<file path="src/cog_pkg.sv">
`default_nettype none
package cog_pkg;
    // ------------------------------------------------------------
    // widths and timing
    // ------------------------------------------------------------
    localparam int unsigned      DATA_W        = 32;
    localparam int unsigned      ADDR_W        = 4;
    localparam int unsigned      DIV_W         = 7;
    localparam int unsigned      Q_W           = 8;
    localparam int unsigned      P_W           = 11;
    localparam int unsigned      ACC_W         = 20;
    localparam int unsigned      ACC_FRAC      = 8;
    localparam int unsigned      LOCK_W        = 20;
    localparam longint unsigned  CLK_PERIOD_PS = 4000;
    localparam longint unsigned  LOCK_TIME_US  = 3000;
    localparam int unsigned      LOCK_CYCLES   = int'((LOCK_TIME_US * 64'd1000000) / CLK_PERIOD_PS);

    // ------------------------------------------------------------
    // register indices and field positions
    // ------------------------------------------------------------
    localparam logic [3:0] ADDR_CTRL   = 4'h0;
    localparam logic [3:0] ADDR_ROUTE  = 4'h1;
    localparam logic [3:0] ADDR_DIV_A  = 4'h2;
    localparam logic [3:0] ADDR_DIV_B  = 4'h3;
    localparam logic [3:0] ADDR_DIV_C  = 4'h4;
    localparam logic [3:0] ADDR_SUSP   = 4'h5;
    localparam logic [3:0] ADDR_PLL0   = 4'h6;
    localparam logic [3:0] ADDR_STATUS = 4'h9;
    localparam int unsigned ROUTE_INV_LSB = 6;
    localparam int unsigned DIV_SET1_LSB  = 8;
    localparam int unsigned SUSP_PLL_LSB  = 3;
    localparam int unsigned PLL_P_LSB     = 8;
    localparam int unsigned ST_PIN_BIT    = 3;
    localparam int unsigned ST_CONF_BIT   = 4;
    localparam int unsigned ST_SHDN_BIT   = 5;
    localparam int unsigned ST_OE_LSB     = 6;
    localparam int unsigned ST_LOAD_BIT   = 9;

    // ------------------------------------------------------------
    // types
    // ------------------------------------------------------------
    typedef enum logic [1:0] {GP_FS, GP_SUSPEND, GP_OE, GP_SHUTDOWN} cog_gpmode_e;

    typedef struct packed {
        cog_gpmode_e              gp_mode;
        logic [2:0][1:0]          sel;
        logic [2:0]               inv;
        logic [DIV_W-1:0]         div_a0;
        logic [DIV_W-1:0]         div_a1;
        logic [DIV_W-1:0]         div_b0;
        logic [DIV_W-1:0]         div_b1;
        logic [DIV_W-1:0]         div_c;
        logic [2:0]               out_susp;
        logic [2:0]               pll_susp;
        logic [2:0][Q_W-1:0]      q;
        logic [2:0][P_W-1:0]      p;
    } cog_cfg_s;

    // power-up image of the nonvolatile settings
    localparam cog_cfg_s CFG_RESET = '{
        gp_mode  : GP_OE,
        sel      : 6'h39,
        inv      : 3'h0,
        div_a0   : 7'h02,
        div_a1   : 7'h04,
        div_b0   : 7'h02,
        div_b1   : 7'h04,
        div_c    : 7'h02,
        out_susp : 3'h0,
        pll_susp : 3'h0,
        q        : 24'h010101,
        p        : 33'h008010040
    };
endpackage
`default_nettype wire

</file>
<file path="src/cog_clock_out.sv">
`timescale 1ns/1ps
`default_nettype none
// What this block does
// [RL1] crosspoint routes ref or any PLL anywhere
// [RL2] A and B divider chosen by select level
// [RL3] C divider single setting, select ignored
// [RL4] enable mode low tristates all outputs
// [RL5] shutdown low tristates and stops everything
// [RL6] PLLs relock after leaving shutdown
// [RL7] suspend low disables programmed outputs and PLLs
// [RL8] suspended PLL feeding an unsuspended output is flagged
// [RL9] suspended PLL stops, suspended output tristates
// [RL10] inverted PLL phase selectable per output
// [RL11] general input has exactly one function
// [RL12] divider change from select is glitch free
// [RL13] PLL rate is reference times P over 256 Q
// [RL14] stored settings applied before outputs enable
module cog_clock_out
    import cog_pkg::*;
#(
    parameter int unsigned LOCK_CYC = LOCK_CYCLES
)(
    input  wire logic              i_clk_sys,
    input  wire logic              i_arst_n,
    input  wire logic [ADDR_W-1:0] i_addr,
    input  wire logic [DATA_W-1:0] i_wdata,
    input  wire logic              i_wr,
    input  wire logic              i_rd,
    output var  logic [DATA_W-1:0] o_rdata,
    input  wire logic              i_frequency_select_input,
    output var  logic              o_clock_output_a,
    output var  logic              o_clock_output_a_oe,
    output var  logic              o_clock_output_b,
    output var  logic              o_clock_output_b_oe,
    output var  logic              o_clock_output_c,
    output var  logic              o_clock_output_c_oe
);
    cog_cfg_s          cfg_reg;
    logic              pin_s1_reg;
    logic              pin_s2_reg;
    logic              loaded_reg;
    logic [2:0]        oe_reg;
    logic [2:0]        oe_next;
    logic [2:0]        clk_out;
    logic              pin_low;
    logic              shutdown;
    logic              suspend_low;
    logic              oe_low;
    logic              fs_level;
    logic [2:0]        pll_off;
    logic [2:0]        pll_tick;
    logic [2:0]        pll_locked;
    logic [3:0]        src_tick;
    logic [2:0]        out_tick;
    logic [2:0][DIV_W-1:0] div_val;
    logic              conflict;
    logic [DATA_W-1:0] rd_value;
    logic [DATA_W-1:0] status_word;

    // ------------------------------------------------------------
    // general-purpose input and its single function
    // ------------------------------------------------------------
    always_ff @(posedge i_clk_sys or negedge i_arst_n)
    begin
        if (!i_arst_n)
        begin
            pin_s1_reg <= 1'b1;
            pin_s2_reg <= 1'b1;
            loaded_reg <= 1'b0;
        end
        else
        begin
            pin_s1_reg <= i_frequency_select_input;
            pin_s2_reg <= pin_s1_reg;
            loaded_reg <= 1'b1; // [RL14]
        end
    end

    assign pin_low     = ~pin_s2_reg;
    assign fs_level    = (cfg_reg.gp_mode == GP_FS) & pin_s2_reg;        // [RL11]
    assign suspend_low = (cfg_reg.gp_mode == GP_SUSPEND) & pin_low;      // [RL11]
    assign oe_low      = (cfg_reg.gp_mode == GP_OE) & pin_low;           // [RL11]
    assign shutdown    = (cfg_reg.gp_mode == GP_SHUTDOWN) & pin_low;     // [RL11]

    // ------------------------------------------------------------
    // settings store, loaded with the power-up image at reset
    // ------------------------------------------------------------
    always_ff @(posedge i_clk_sys or negedge i_arst_n)
    begin
        if (!i_arst_n)
            cfg_reg <= CFG_RESET; // [RL14]
        else if (i_wr)
        begin
            unique case (i_addr)
                ADDR_CTRL:
                    cfg_reg.gp_mode <= cog_gpmode_e'(i_wdata[1:0]);
                ADDR_ROUTE:
                begin
                    cfg_reg.sel <= i_wdata[5:0];
                    cfg_reg.inv <= i_wdata[ROUTE_INV_LSB +: 3];
                end
                ADDR_DIV_A:
                begin
                    cfg_reg.div_a0 <= i_wdata[DIV_W-1:0];
                    cfg_reg.div_a1 <= i_wdata[DIV_SET1_LSB +: DIV_W];
                end
                ADDR_DIV_B:
                begin
                    cfg_reg.div_b0 <= i_wdata[DIV_W-1:0];
                    cfg_reg.div_b1 <= i_wdata[DIV_SET1_LSB +: DIV_W];
                end
                ADDR_DIV_C:
                    cfg_reg.div_c <= i_wdata[DIV_W-1:0];
                ADDR_SUSP:
                begin
                    cfg_reg.out_susp <= i_wdata[2:0];
                    cfg_reg.pll_susp <= i_wdata[SUSP_PLL_LSB +: 3];
                end
                ADDR_PLL0, ADDR_PLL0 + 4'h1, ADDR_PLL0 + 4'h2:
                begin
                    cfg_reg.q[i_addr - ADDR_PLL0] <= i_wdata[Q_W-1:0];
                    cfg_reg.p[i_addr - ADDR_PLL0] <= i_wdata[PLL_P_LSB +: P_W];
                end
                default:
                    cfg_reg <= cfg_reg;
            endcase
        end
    end

    // ------------------------------------------------------------
    // PLL rate models with lock timers
    // ------------------------------------------------------------
    for (genvar g = 0; g < 3; g++)
    begin : g_pll
        logic [ACC_W-1:0]  acc_reg;
        logic [LOCK_W-1:0] lock_reg;
        logic [ACC_W-1:0]  thr;
        logic [ACC_W-1:0]  sum;
        logic              hit;

        assign pll_off[g]    = shutdown | (suspend_low & cfg_reg.pll_susp[g]); // [RL5] [RL9]
        assign thr           = {4'h0, cfg_reg.q[g], 8'h00};
        assign sum           = acc_reg + {9'h000, cfg_reg.p[g]};
        assign hit           = sum >= thr;
        assign pll_locked[g] = (lock_reg == LOCK_W'(LOCK_CYC));
        assign pll_tick[g]   = ~pll_off[g] & pll_locked[g] & hit; // [RL13]

        always_ff @(posedge i_clk_sys or negedge i_arst_n)
        begin
            if (!i_arst_n)
            begin
                acc_reg  <= '0;
                lock_reg <= '0;
            end
            else if (pll_off[g])
            begin
                acc_reg  <= '0;
                lock_reg <= '0; // [RL6]
            end
            else
            begin
                acc_reg <= hit ? sum - thr : sum; // [RL13]
                if (!pll_locked[g])
                    lock_reg <= lock_reg + LOCK_W'(1); // [RL6]
            end
        end
    end

    // ------------------------------------------------------------
    // crosspoint, post dividers and output enables
    // ------------------------------------------------------------
    assign src_tick   = {pll_tick, ~shutdown};
    assign div_val[0] = fs_level ? cfg_reg.div_a1 : cfg_reg.div_a0; // [RL2]
    assign div_val[1] = fs_level ? cfg_reg.div_b1 : cfg_reg.div_b0; // [RL2]
    assign div_val[2] = cfg_reg.div_c;                              // [RL3]

    for (genvar k = 0; k < 3; k++)
    begin : g_out
        assign out_tick[k] = src_tick[cfg_reg.sel[k]]; // [RL1]
        assign oe_next[k]  = loaded_reg & ~shutdown & ~oe_low                   // [RL4] [RL5]
                             & ~(suspend_low & cfg_reg.out_susp[k]);            // [RL7] [RL9]

        cog_post_div u_div (
            .i_clk_sys (i_clk_sys),
            .i_arst_n  (i_arst_n),
            .i_clear   (shutdown),
            .i_tick    (out_tick[k]),
            .i_div     (div_val[k]),
            .i_inv     (cfg_reg.inv[k]), // [RL10]
            .o_clk     (clk_out[k])
        );
    end

    always_ff @(posedge i_clk_sys or negedge i_arst_n)
    begin
        if (!i_arst_n)
            oe_reg <= 3'h0;
        else
            oe_reg <= oe_next;
    end

    // a PLL marked for suspend feeding an output not marked for suspend is flagged
    always_comb
    begin
        conflict = 1'b0;
        for (int k = 0; k < 3; k++)
            if (cfg_reg.sel[k] != 2'h0 && cfg_reg.pll_susp[cfg_reg.sel[k] - 2'h1]
                && !cfg_reg.out_susp[k])
                conflict = 1'b1; // [RL8]
    end

    assign o_clock_output_a    = clk_out[0];
    assign o_clock_output_b    = clk_out[1];
    assign o_clock_output_c    = clk_out[2];
    assign o_clock_output_a_oe = oe_reg[0];
    assign o_clock_output_b_oe = oe_reg[1];
    assign o_clock_output_c_oe = oe_reg[2];

    // ------------------------------------------------------------
    // register read path
    // ------------------------------------------------------------
    assign status_word = {22'h000000, loaded_reg, oe_reg, shutdown, conflict,
                          pin_s2_reg, pll_locked};
    assign rd_value =
        (i_addr == ADDR_CTRL)   ? {30'h00000000, cfg_reg.gp_mode} :
        (i_addr == ADDR_ROUTE)  ? {23'h000000, cfg_reg.inv, cfg_reg.sel} :
        (i_addr == ADDR_DIV_A)  ? {17'h00000, cfg_reg.div_a1, 1'b0, cfg_reg.div_a0} :
        (i_addr == ADDR_DIV_B)  ? {17'h00000, cfg_reg.div_b1, 1'b0, cfg_reg.div_b0} :
        (i_addr == ADDR_DIV_C)  ? {25'h0000000, cfg_reg.div_c} :
        (i_addr == ADDR_SUSP)   ? {26'h0000000, cfg_reg.pll_susp, cfg_reg.out_susp} :
        (i_addr == ADDR_PLL0)   ? {13'h0000, cfg_reg.p[0], cfg_reg.q[0]} :
        (i_addr == ADDR_PLL0 + 4'h1) ? {13'h0000, cfg_reg.p[1], cfg_reg.q[1]} :
        (i_addr == ADDR_PLL0 + 4'h2) ? {13'h0000, cfg_reg.p[2], cfg_reg.q[2]} :
        (i_addr == ADDR_STATUS) ? status_word : 32'h00000000;

    always_ff @(posedge i_clk_sys or negedge i_arst_n)
    begin
        if (!i_arst_n)
            o_rdata <= 32'h00000000;
        else
            o_rdata <= i_rd ? rd_value : 32'h00000000;
    end
endmodule
`default_nettype wire

</file>
<file path="src/cog_post_div.sv">
`timescale 1ns/1ps
`default_nettype none
module cog_post_div
    import cog_pkg::*;
(
    input  wire logic             i_clk_sys,
    input  wire logic             i_arst_n,
    input  wire logic             i_clear,
    input  wire logic             i_tick,
    input  wire logic [DIV_W-1:0] i_div,
    input  wire logic             i_inv,
    output var  logic             o_clk
);
    logic [DIV_W-1:0] cnt_reg;
    logic             phase_reg;
    logic [DIV_W-1:0] div_eff;
    logic             expire;
    logic             phase_next;

    assign div_eff    = (i_div == 7'h00) ? 7'h01 : i_div;
    assign expire     = i_tick & (cnt_reg == 7'h00);
    assign phase_next = expire ? ~phase_reg : phase_reg;

    // ------------------------------------------------------------
    // new value is taken only when the running half period ends
    // ------------------------------------------------------------
    always_ff @(posedge i_clk_sys or negedge i_arst_n)
    begin
        if (!i_arst_n)
        begin
            cnt_reg   <= 7'h00;
            phase_reg <= 1'b0;
            o_clk     <= 1'b0;
        end
        else if (i_clear)
        begin
            cnt_reg   <= 7'h00;
            phase_reg <= 1'b0;
            o_clk     <= i_inv;
        end
        else
        begin
            if (expire)
                cnt_reg <= div_eff - 7'h01; // [RL12]
            else if (i_tick)
                cnt_reg <= cnt_reg - 7'h01;
            phase_reg <= phase_next;
            o_clk     <= phase_next ^ i_inv; // [RL10]
        end
    end
endmodule
`default_nettype wire

</file>
<file path="config.mk">
export PLATFORM = sky130hd
export DESIGN_NAME = cog_clock_out
export DESIGN_NICKNAME = d
export VERILOG_FILES = /design/src/cog_pkg.sv /design/src/cog_clock_out.sv /design/src/cog_post_div.sv
export SDC_FILE = /design/constraint.sdc
export NUM_CORES = 1
export LEC_CHECK = 0
export ABC_AREA = 1
export CAP_MARGIN = 0
export CORE_ASPECT_RATIO = 0.9
export CORE_MARGIN = 2
export CORE_UTILIZATION = 55
export DETAILED_ROUTE_END_ITERATION = 8
export DONT_BUFFER_PORTS = 1
export PLACE_DENSITY = 0.79
export SETUP_SLACK_MARGIN = 0.5
export SYNTH_ARGS = -nofsm -noshare
export SYNTH_HDL_FRONTEND = slang
export SYNTH_SLANG_ARGS = --single-unit
</file>
<file path="constraint.sdc">
create_clock -name i_clk_sys -period 4.9 [get_ports i_clk_sys]
set_input_delay 0.98 -clock i_clk_sys [delete_from_list [all_inputs] [get_ports i_clk_sys]]
set_output_delay 0.98 -clock i_clk_sys [all_outputs]
set_load 0.02 [all_outputs]
</file>
After elaboration in Yosys (flattened, before gate mapping)
Index checks and enable logic that the tools add are counted.
- flip-flop bits (word level): 281
- bits of input ports: 41
- logic and storage cells: 227
- $add $sub $neg: 19
- $lt $le $gt $ge: 11
- equal/unequal tests: 18
- multiplexer cells: 67
- bitwise logic cells: 42
- reduce and logical (&&, ||, !) cells: 32
- operators with widths (operator ; number):
    2-to-1 mux 20 bit ; 12
    2-to-1 mux 19 bit ; 10
    2-to-1 mux 7 bit ; 14
    adder 20 x 1 -> 20 bit, second input constant ; 3
    adder 20 x 11 -> 20 bit ; 3
    == test 20 bit, second input constant ; 3
    greater-or-equal comparator 20 x 16 -> 1 bit ; 3
    subtractor 20 x 16 -> 20 bit ; 3
    logical NOT 7 bit ; 6
    subtractor 7 x 1 -> 7 bit, second input constant ; 6
    bitwise mux 33 bit ; 1
    bitwise AND 1 bit ; 24
    bitwise mux 24 bit ; 1
    demux 11 bit (select 2 bit) ; 1
    < comparator 2 x 3 -> 1 bit, second input constant ; 6
    2-to-1 mux 1 bit ; 18
    demux 8 bit (select 2 bit) ; 1
    == test 4 x 3 -> 1 bit, second input constant ; 4
    AND reduction 2 bit ; 7
    binary-select mux 1 bit (select 2 bit) ; 6
    inverter 1 bit ; 12
    2-to-1 mux 11 bit ; 1
    2-to-1 mux 10 bit ; 1
    nonzero test 3 bit ; 3
    19 further kinds ; 40

Longest topological paths before layout
- word-level depth: 19
- mapped depth: 37
- depth with buffers taken out: 36

By module
From an unflattened synthesis, not the netlist that was laid out.
- cells, all modules: 2370
- area, all modules: 17380.4 µm²
- modules (own cells, without submodules) (module ; instances ; cells each ; area an instance (µm²) ; sequential area each (µm²)):
    cog_clock_out ; 1 ; 2073 ; 15428.5 ; 6378.6
    cog_post_div ; 3 ; 99 ; 650.6 ; 225.2

Least setup slack after synthesis
Ideal clock, no wire load.
- path kind: flip-flop to flip-flop
- start: register cfg_reg[22] (netlist name)
- end: register g_out[0].u_div.cnt_reg[4]
- data arrival time: 3.713 ns
- data required time: 4.779 ns
- setup slack: 1.066 ns
- cell stages (with the launch flop): 28
- buffers on the path: 1
- clock period less this slack: 3.834 ns
- cell sequence: dfrtp_1 ha_1 fa_1 nand3_1 nand2_1 nand2_1 nand2_2 xor2_1 ha_1 fa_1 o21ai_0 a21oi_1 o21a_1 nand2_1 nor2_2 nand3_4 nand2_2 nand2_1 nand3_2 nand2_2 buf_6 nand3_2 nand2_2 inv_1 nand3_1 nand2_1 nand2_1 o21ai_1
- word-level cells in the longest chain between the ends: 8
- ends and longest elaborated chain (item ; RTL line ; text):
    from (decl) ; cog_clock_out.sv:38 ; cog_cfg_s cfg_reg;
    from (signal assigned) ; cog_clock_out.sv:125 ; cfg_reg <= cfg_reg;
    adder 20 x 11 -> 20 bit * ; cog_clock_out.sv:143 ; assign sum = acc_reg + {9'h000, cfg_reg.p[g]};
    greater-or-equal comparator 20 x 16 -> 1 bit * ; cog_clock_out.sv:144 ; assign hit = sum >= thr;
    bitwise AND 1 bit * ; cog_clock_out.sv:146 ; assign pll_tick[g] = ~pll_off[g] & pll_locked[g] & hit;
    binary-select mux 1 bit (select 2 bit) * ; cog_clock_out.sv:179 ; assign out_tick[k] = src_tick[cfg_reg.sel[k]];
    2-to-1 mux 1 bit (implied by the code) * ; cog_clock_out.sv:179 ;
    bitwise AND 1 bit ; cog_post_div.sv:21 ; assign expire = i_tick & (cnt_reg == 7'h00);
    2-to-1 mux 7 bit ; cog_post_div.sv:43 ; if (expire)
    2-to-1 mux 7 bit ; cog_post_div.sv:35 ; else if (i_clear)
    to (signal assigned) ; cog_post_div.sv:44 ; cnt_reg <= div_eff - 7'h01;
    to (signal assigned) ; cog_post_div.sv:46 ; cnt_reg <= cnt_reg - 7'h01;
    to (decl) ; cog_post_div.sv:14 ; logic [DIV_W-1:0] cnt_reg;
Every way passes the cells marked *; elsewhere a longest branch is shown, timed or not. The select of a mux whose other input is x is not followed.
A chain may end at the register's enable or synchronous reset.

Final worst setup path
- start: register cfg_reg[11] (netlist name)
- end: register g_out[1].u_div.cnt_reg[4]
- word-level cells in the longest chain between the ends: 8
- ends and longest elaborated chain (item ; RTL line):
    adder 20 x 11 -> 20 bit * ; cog_clock_out.sv:143
    greater-or-equal comparator 20 x 16 -> 1 bit * ; cog_clock_out.sv:144
    bitwise AND 1 bit * ; cog_clock_out.sv:146
    binary-select mux 1 bit (select 2 bit) * ; cog_clock_out.sv:179
    2-to-1 mux 1 bit (implied by the code) * ; cog_clock_out.sv:179
    bitwise AND 1 bit ; cog_post_div.sv:21
    2-to-1 mux 7 bit ; cog_post_div.sv:43
    2-to-1 mux 7 bit ; cog_post_div.sv:35
    to (signal assigned) ; cog_post_div.sv:44
    to (signal assigned) ; cog_post_div.sv:46
    to (decl) ; cog_post_div.sv:14
Marks and branches as above.

==> flow_metrics.env <==
export IMPL_end_kind="flip-flop"
export IMPL_area_growth_pct=15.4
export IMPL_worst_pin_slew_ns=1.36
export IMPL_clockBufferDepth=3
export IMPL_initial_core_util=0.557
export IMPL_required_ns=5.35
export IMPL_numClockSinks=281
export IMPL_setup_viol=0
export IMPL_r2r_start="cfg_reg[11]"
export IMPL_synth_async_reset_ratio=1.00
export IMPL_clockRootBuffer="clkbuf_16"
export IMPL_h_tree_depth=1
export IMPL_crit_fanout=7
export IMPL_path_clk_slew_ns=0.06
export IMPL_drt_iter0_markers=1606
export IMPL_route_detailed_wl_per_inst_microns=16.9
export IMPL_r2r_end="g_out[1].u_div.cnt_reg[4]"
export IMPL_numCtsBuffers=31
export IMPL_grt_usage=0.276
export IMPL_gp_congestion=0.968
export IMPL_ios=79
export IMPL_vias_per_cell=5.65
export IMPL_worst_path_largest_cell_delay_ns=0.43
export IMPL_hold_class="in -> async"
export IMPL_worst_slack_ns=0.638
export IMPL_drv_slew=0
export IMPL_fin_skew_ns=0.0360
export IMPL_vias=15600
export IMPL_status="complete, no violations"
export IMPL_die_area_sq_mm=0.0326
export IMPL_syn_avg_cell_area_sq_um=7.47
export IMPL_yosysWarningCount=0
export IMPL_fin_crit_ns=4.26
export IMPL_netlist_area_sq_mm=0.0171
export IMPL_diodes=0
export IMPL_io_buffer_count=0
export IMPL_hold_buffers=0
export IMPL_overflow=0
export IMPL_grt_pass1_vias=14200
export IMPL_antenna_found_initial=0
export IMPL_hold_viol_final=0
export IMPL_p_leak_nw=9.50
export IMPL_rows=61
export IMPL_seq_area_frac_synth=0.412
export IMPL_drv_cap=0
export IMPL_drc_errors=0
export IMPL_die_w_microns=190
export IMPL_synth_cell_types=57
export IMPL_ant_nets=0
export IMPL_grt_max_degree=282
export IMPL_finalCritPeriodShare=0.870
export IMPL_critPathKind="reg -> reg"
export IMPL_dp_slack_ns=0.219
export IMPL_finalWirelength_microns=46800
export IMPL_layout_drive_gt1_share=0.137
export IMPL_fin_hold_ws_ns=0.140
export IMPL_fin_tns_setup_ns=0
export IMPL_cts_tree="done"
export IMPL_start_kind="flip-flop"
export IMPL_r2r_slack_ns=0.64
export IMPL_core_area_sq_mm=0.0308
export IMPL_synthCells=2293
export IMPL_largest_reg_flops=109
export IMPL_synth_edff_count=0
export IMPL_arrival_ns=4.71
export IMPL_grt_pass1_wl_microns=72400
export IMPL_num_fill_cells=2502
export IMPL_slew_headroom=0.0865
export IMPL_nets=2448
export IMPL_fp_dieH_microns=171
export IMPL_ff2ff_path_depth=28
export IMPL_ys_flop_type="dfrtp_1"
export IMPL_dpl_hpwl_microns=32100
export IMPL_timing_fmax_mhz=235
export IMPL_vdd_ir_drop_worst_mv=0.298
export IMPL_cp_slowest_cell="dfrtp_1"
export IMPL_rsz0062_at_grt="true"
export IMPL_firstDrtPassIters=7
export IMPL_crit_path_frequent_cell="nand2_1"
export IMPL_clkLatencyLatePin_ns=0.59
export IMPL_power_density_mw_per_mm2=560
export IMPL_yosys_register_bits=281
cell usage in the layout (no fill, tap or decap), types with 6 or more instances in the layout:
cell type	count
clkbuf_16	31
xnor2_1	24
nor2_4	10
inv_1	317
nand3b_1	12
nand3_1	96
dfstp_2	18
nand3_2	21
xor2_1	30
nand2_2	47
nor4_1	12
a211oi_1	25
a21oi_1	93
a21oi_2	7
dfrtp_1	259
ha_2	6
o21ai_1	16
nor2_1	189
nor2_2	18
bufinv_16	9
conb_1	14
nand2_4	7
buf_4	55
nand2_1	556
o22ai_1	8
nand4_1	30
inv_2	7
nand3_4	6
o21ai_0	191
nor3_1	55
ha_4	23
a31o_2	6
o21a_1	8
o211ai_1	9
ha_1	38
a31oi_1	7
repair_timing:
| action | 4_1_cts | 5_1_grt |
|---|---|---|
| setup endpoints to repair | 23 | 37 |
| gates resized for setup | 14 | 139 |
| pin swaps | 2 | 56 |
| gates cloned | 0 | 2 |
| setup buffers | 2 | 38 |
report_power, final:
| group | total [mW] | internal, mW | switching [mW] |
|---|---|---|---|
| clock | 2.72 | 1.70 | 1.02 |
| sequential | 3.53 | 2.98 | 0.546 |
| combinational | 4.82 | 1.95 | 2.87 |
| total | 11.1 | 6.63 | 4.43 |
through the flow:
step / utilization / total power, mW / area, sq um / cells
3_5_place_dp: 0.569 / 7.53 / 17500 / 2668
5_1_grt: 0.643 / 11.8 / 19800 / 2767
4_1_cts: 0.610 / 10.3 / 18800 / 2727
6_report: 0.643 / 11.1 / 19800 / 2767
2_1_floorplan: - / 6.65 / 17200 / 2305
3_3_place_gp: 0.569 / 7.35 / 17500 / 2668
cell type report:
| class | instances | area, sq um | area share |
|---|---|---|---|
| Tap cell | 409 | 512 | 0.0259 |
| Sequential cell | 281 | 7060 | 0.357 |
| Clock buffer | 37 | 838 | 0.0424 |
| Timing Repair Buffer | 55 | 413 | 0.0209 |
| Multi-Input combinational cell | 1640 | 9370 | 0.474 |
| Clock inverter | 20 | 353 | 0.0178 |
| Inverter | 325 | 1220 | 0.0617 |
how the worst max path moves through the flow:
stage                           start                   endpoint
after floorplan           cfg_reg[22]  g_out[0].u_div.cnt_reg[4]
after global placement    cfg_reg[27]  g_out[0].u_div.cnt_reg[4]
after detailed placement  cfg_reg[27]  g_out[0].u_div.cnt_reg[4]
after CTS                 cfg_reg[11]  g_out[0].u_div.cnt_reg[4]
after global routing       cfg_reg[5]  g_out[2].u_div.cnt_reg[6]
final                     cfg_reg[11]  g_out[1].u_div.cnt_reg[4]
cell families (layout without fill, tap and decap cells):
group           Yosys count  after routing  share of synthesized area
mux                       6              6                    0.00380
buf+inv                 386            437                     0.0887
compound gates          408            408                      0.133
fa+ha+maj                73             73                     0.0559
simple gates           1075           1077                      0.274
flops                   281            281                      0.412
xor+xnor                 62             62                     0.0317
other cells               2             14                   0.000438
worst max-delay path, delay by kind of cell, from the launching register on:
| family | cells | cell delay [ns] |
|---|---|---|
| AO/OA/AOI/OAI | 3 | 0.43 |
| XOR/XNOR | 1 | 0.14 |
| adder cells (fa/ha/maj) | 3 | 0.94 |
| buffers and inverters | 1 | 0.13 |
| flip-flops | 1 | 0.43 |
| AND/OR/NAND/NOR | 20 | 2.05 |
cells in the mapped netlist, drive strengths merged (6+ instances only):
master,n,area [sq um]
nor4,12,75.1
dfrtp,263,6580
inv,324,1220
ha,67,838
a21oi,105,529
a31o,6,52.6
nand4,30,188
clkbuf,43,161
o21ai,211,1060
o211ai,9,67.6
nor2,217,892
o22ai,8,50.1
nand2,609,2370
a211oi,25,188
xor2,35,307
nor3,57,285
nand3,123,706
o21a,8,60.1
nand3b,12,90.1
buf,18,139
fa,6,120
dfstp,18,473
xnor2,27,236
a31oi,10,62.6
routing by layer:
metal | global-route usage | up-vias | part of all wire
li1 | - | 7515 | -
met4 | 0.0849 | 0 | 0.031
met5 | 0 | - | 0
met3 | 0.0357 | 105 | 0.074
met1 | 0.394 | 7409 | 0.44
met2 | 0.441 | 599 | 0.46
Note: power is estimated with default switching activity, not from simulation.
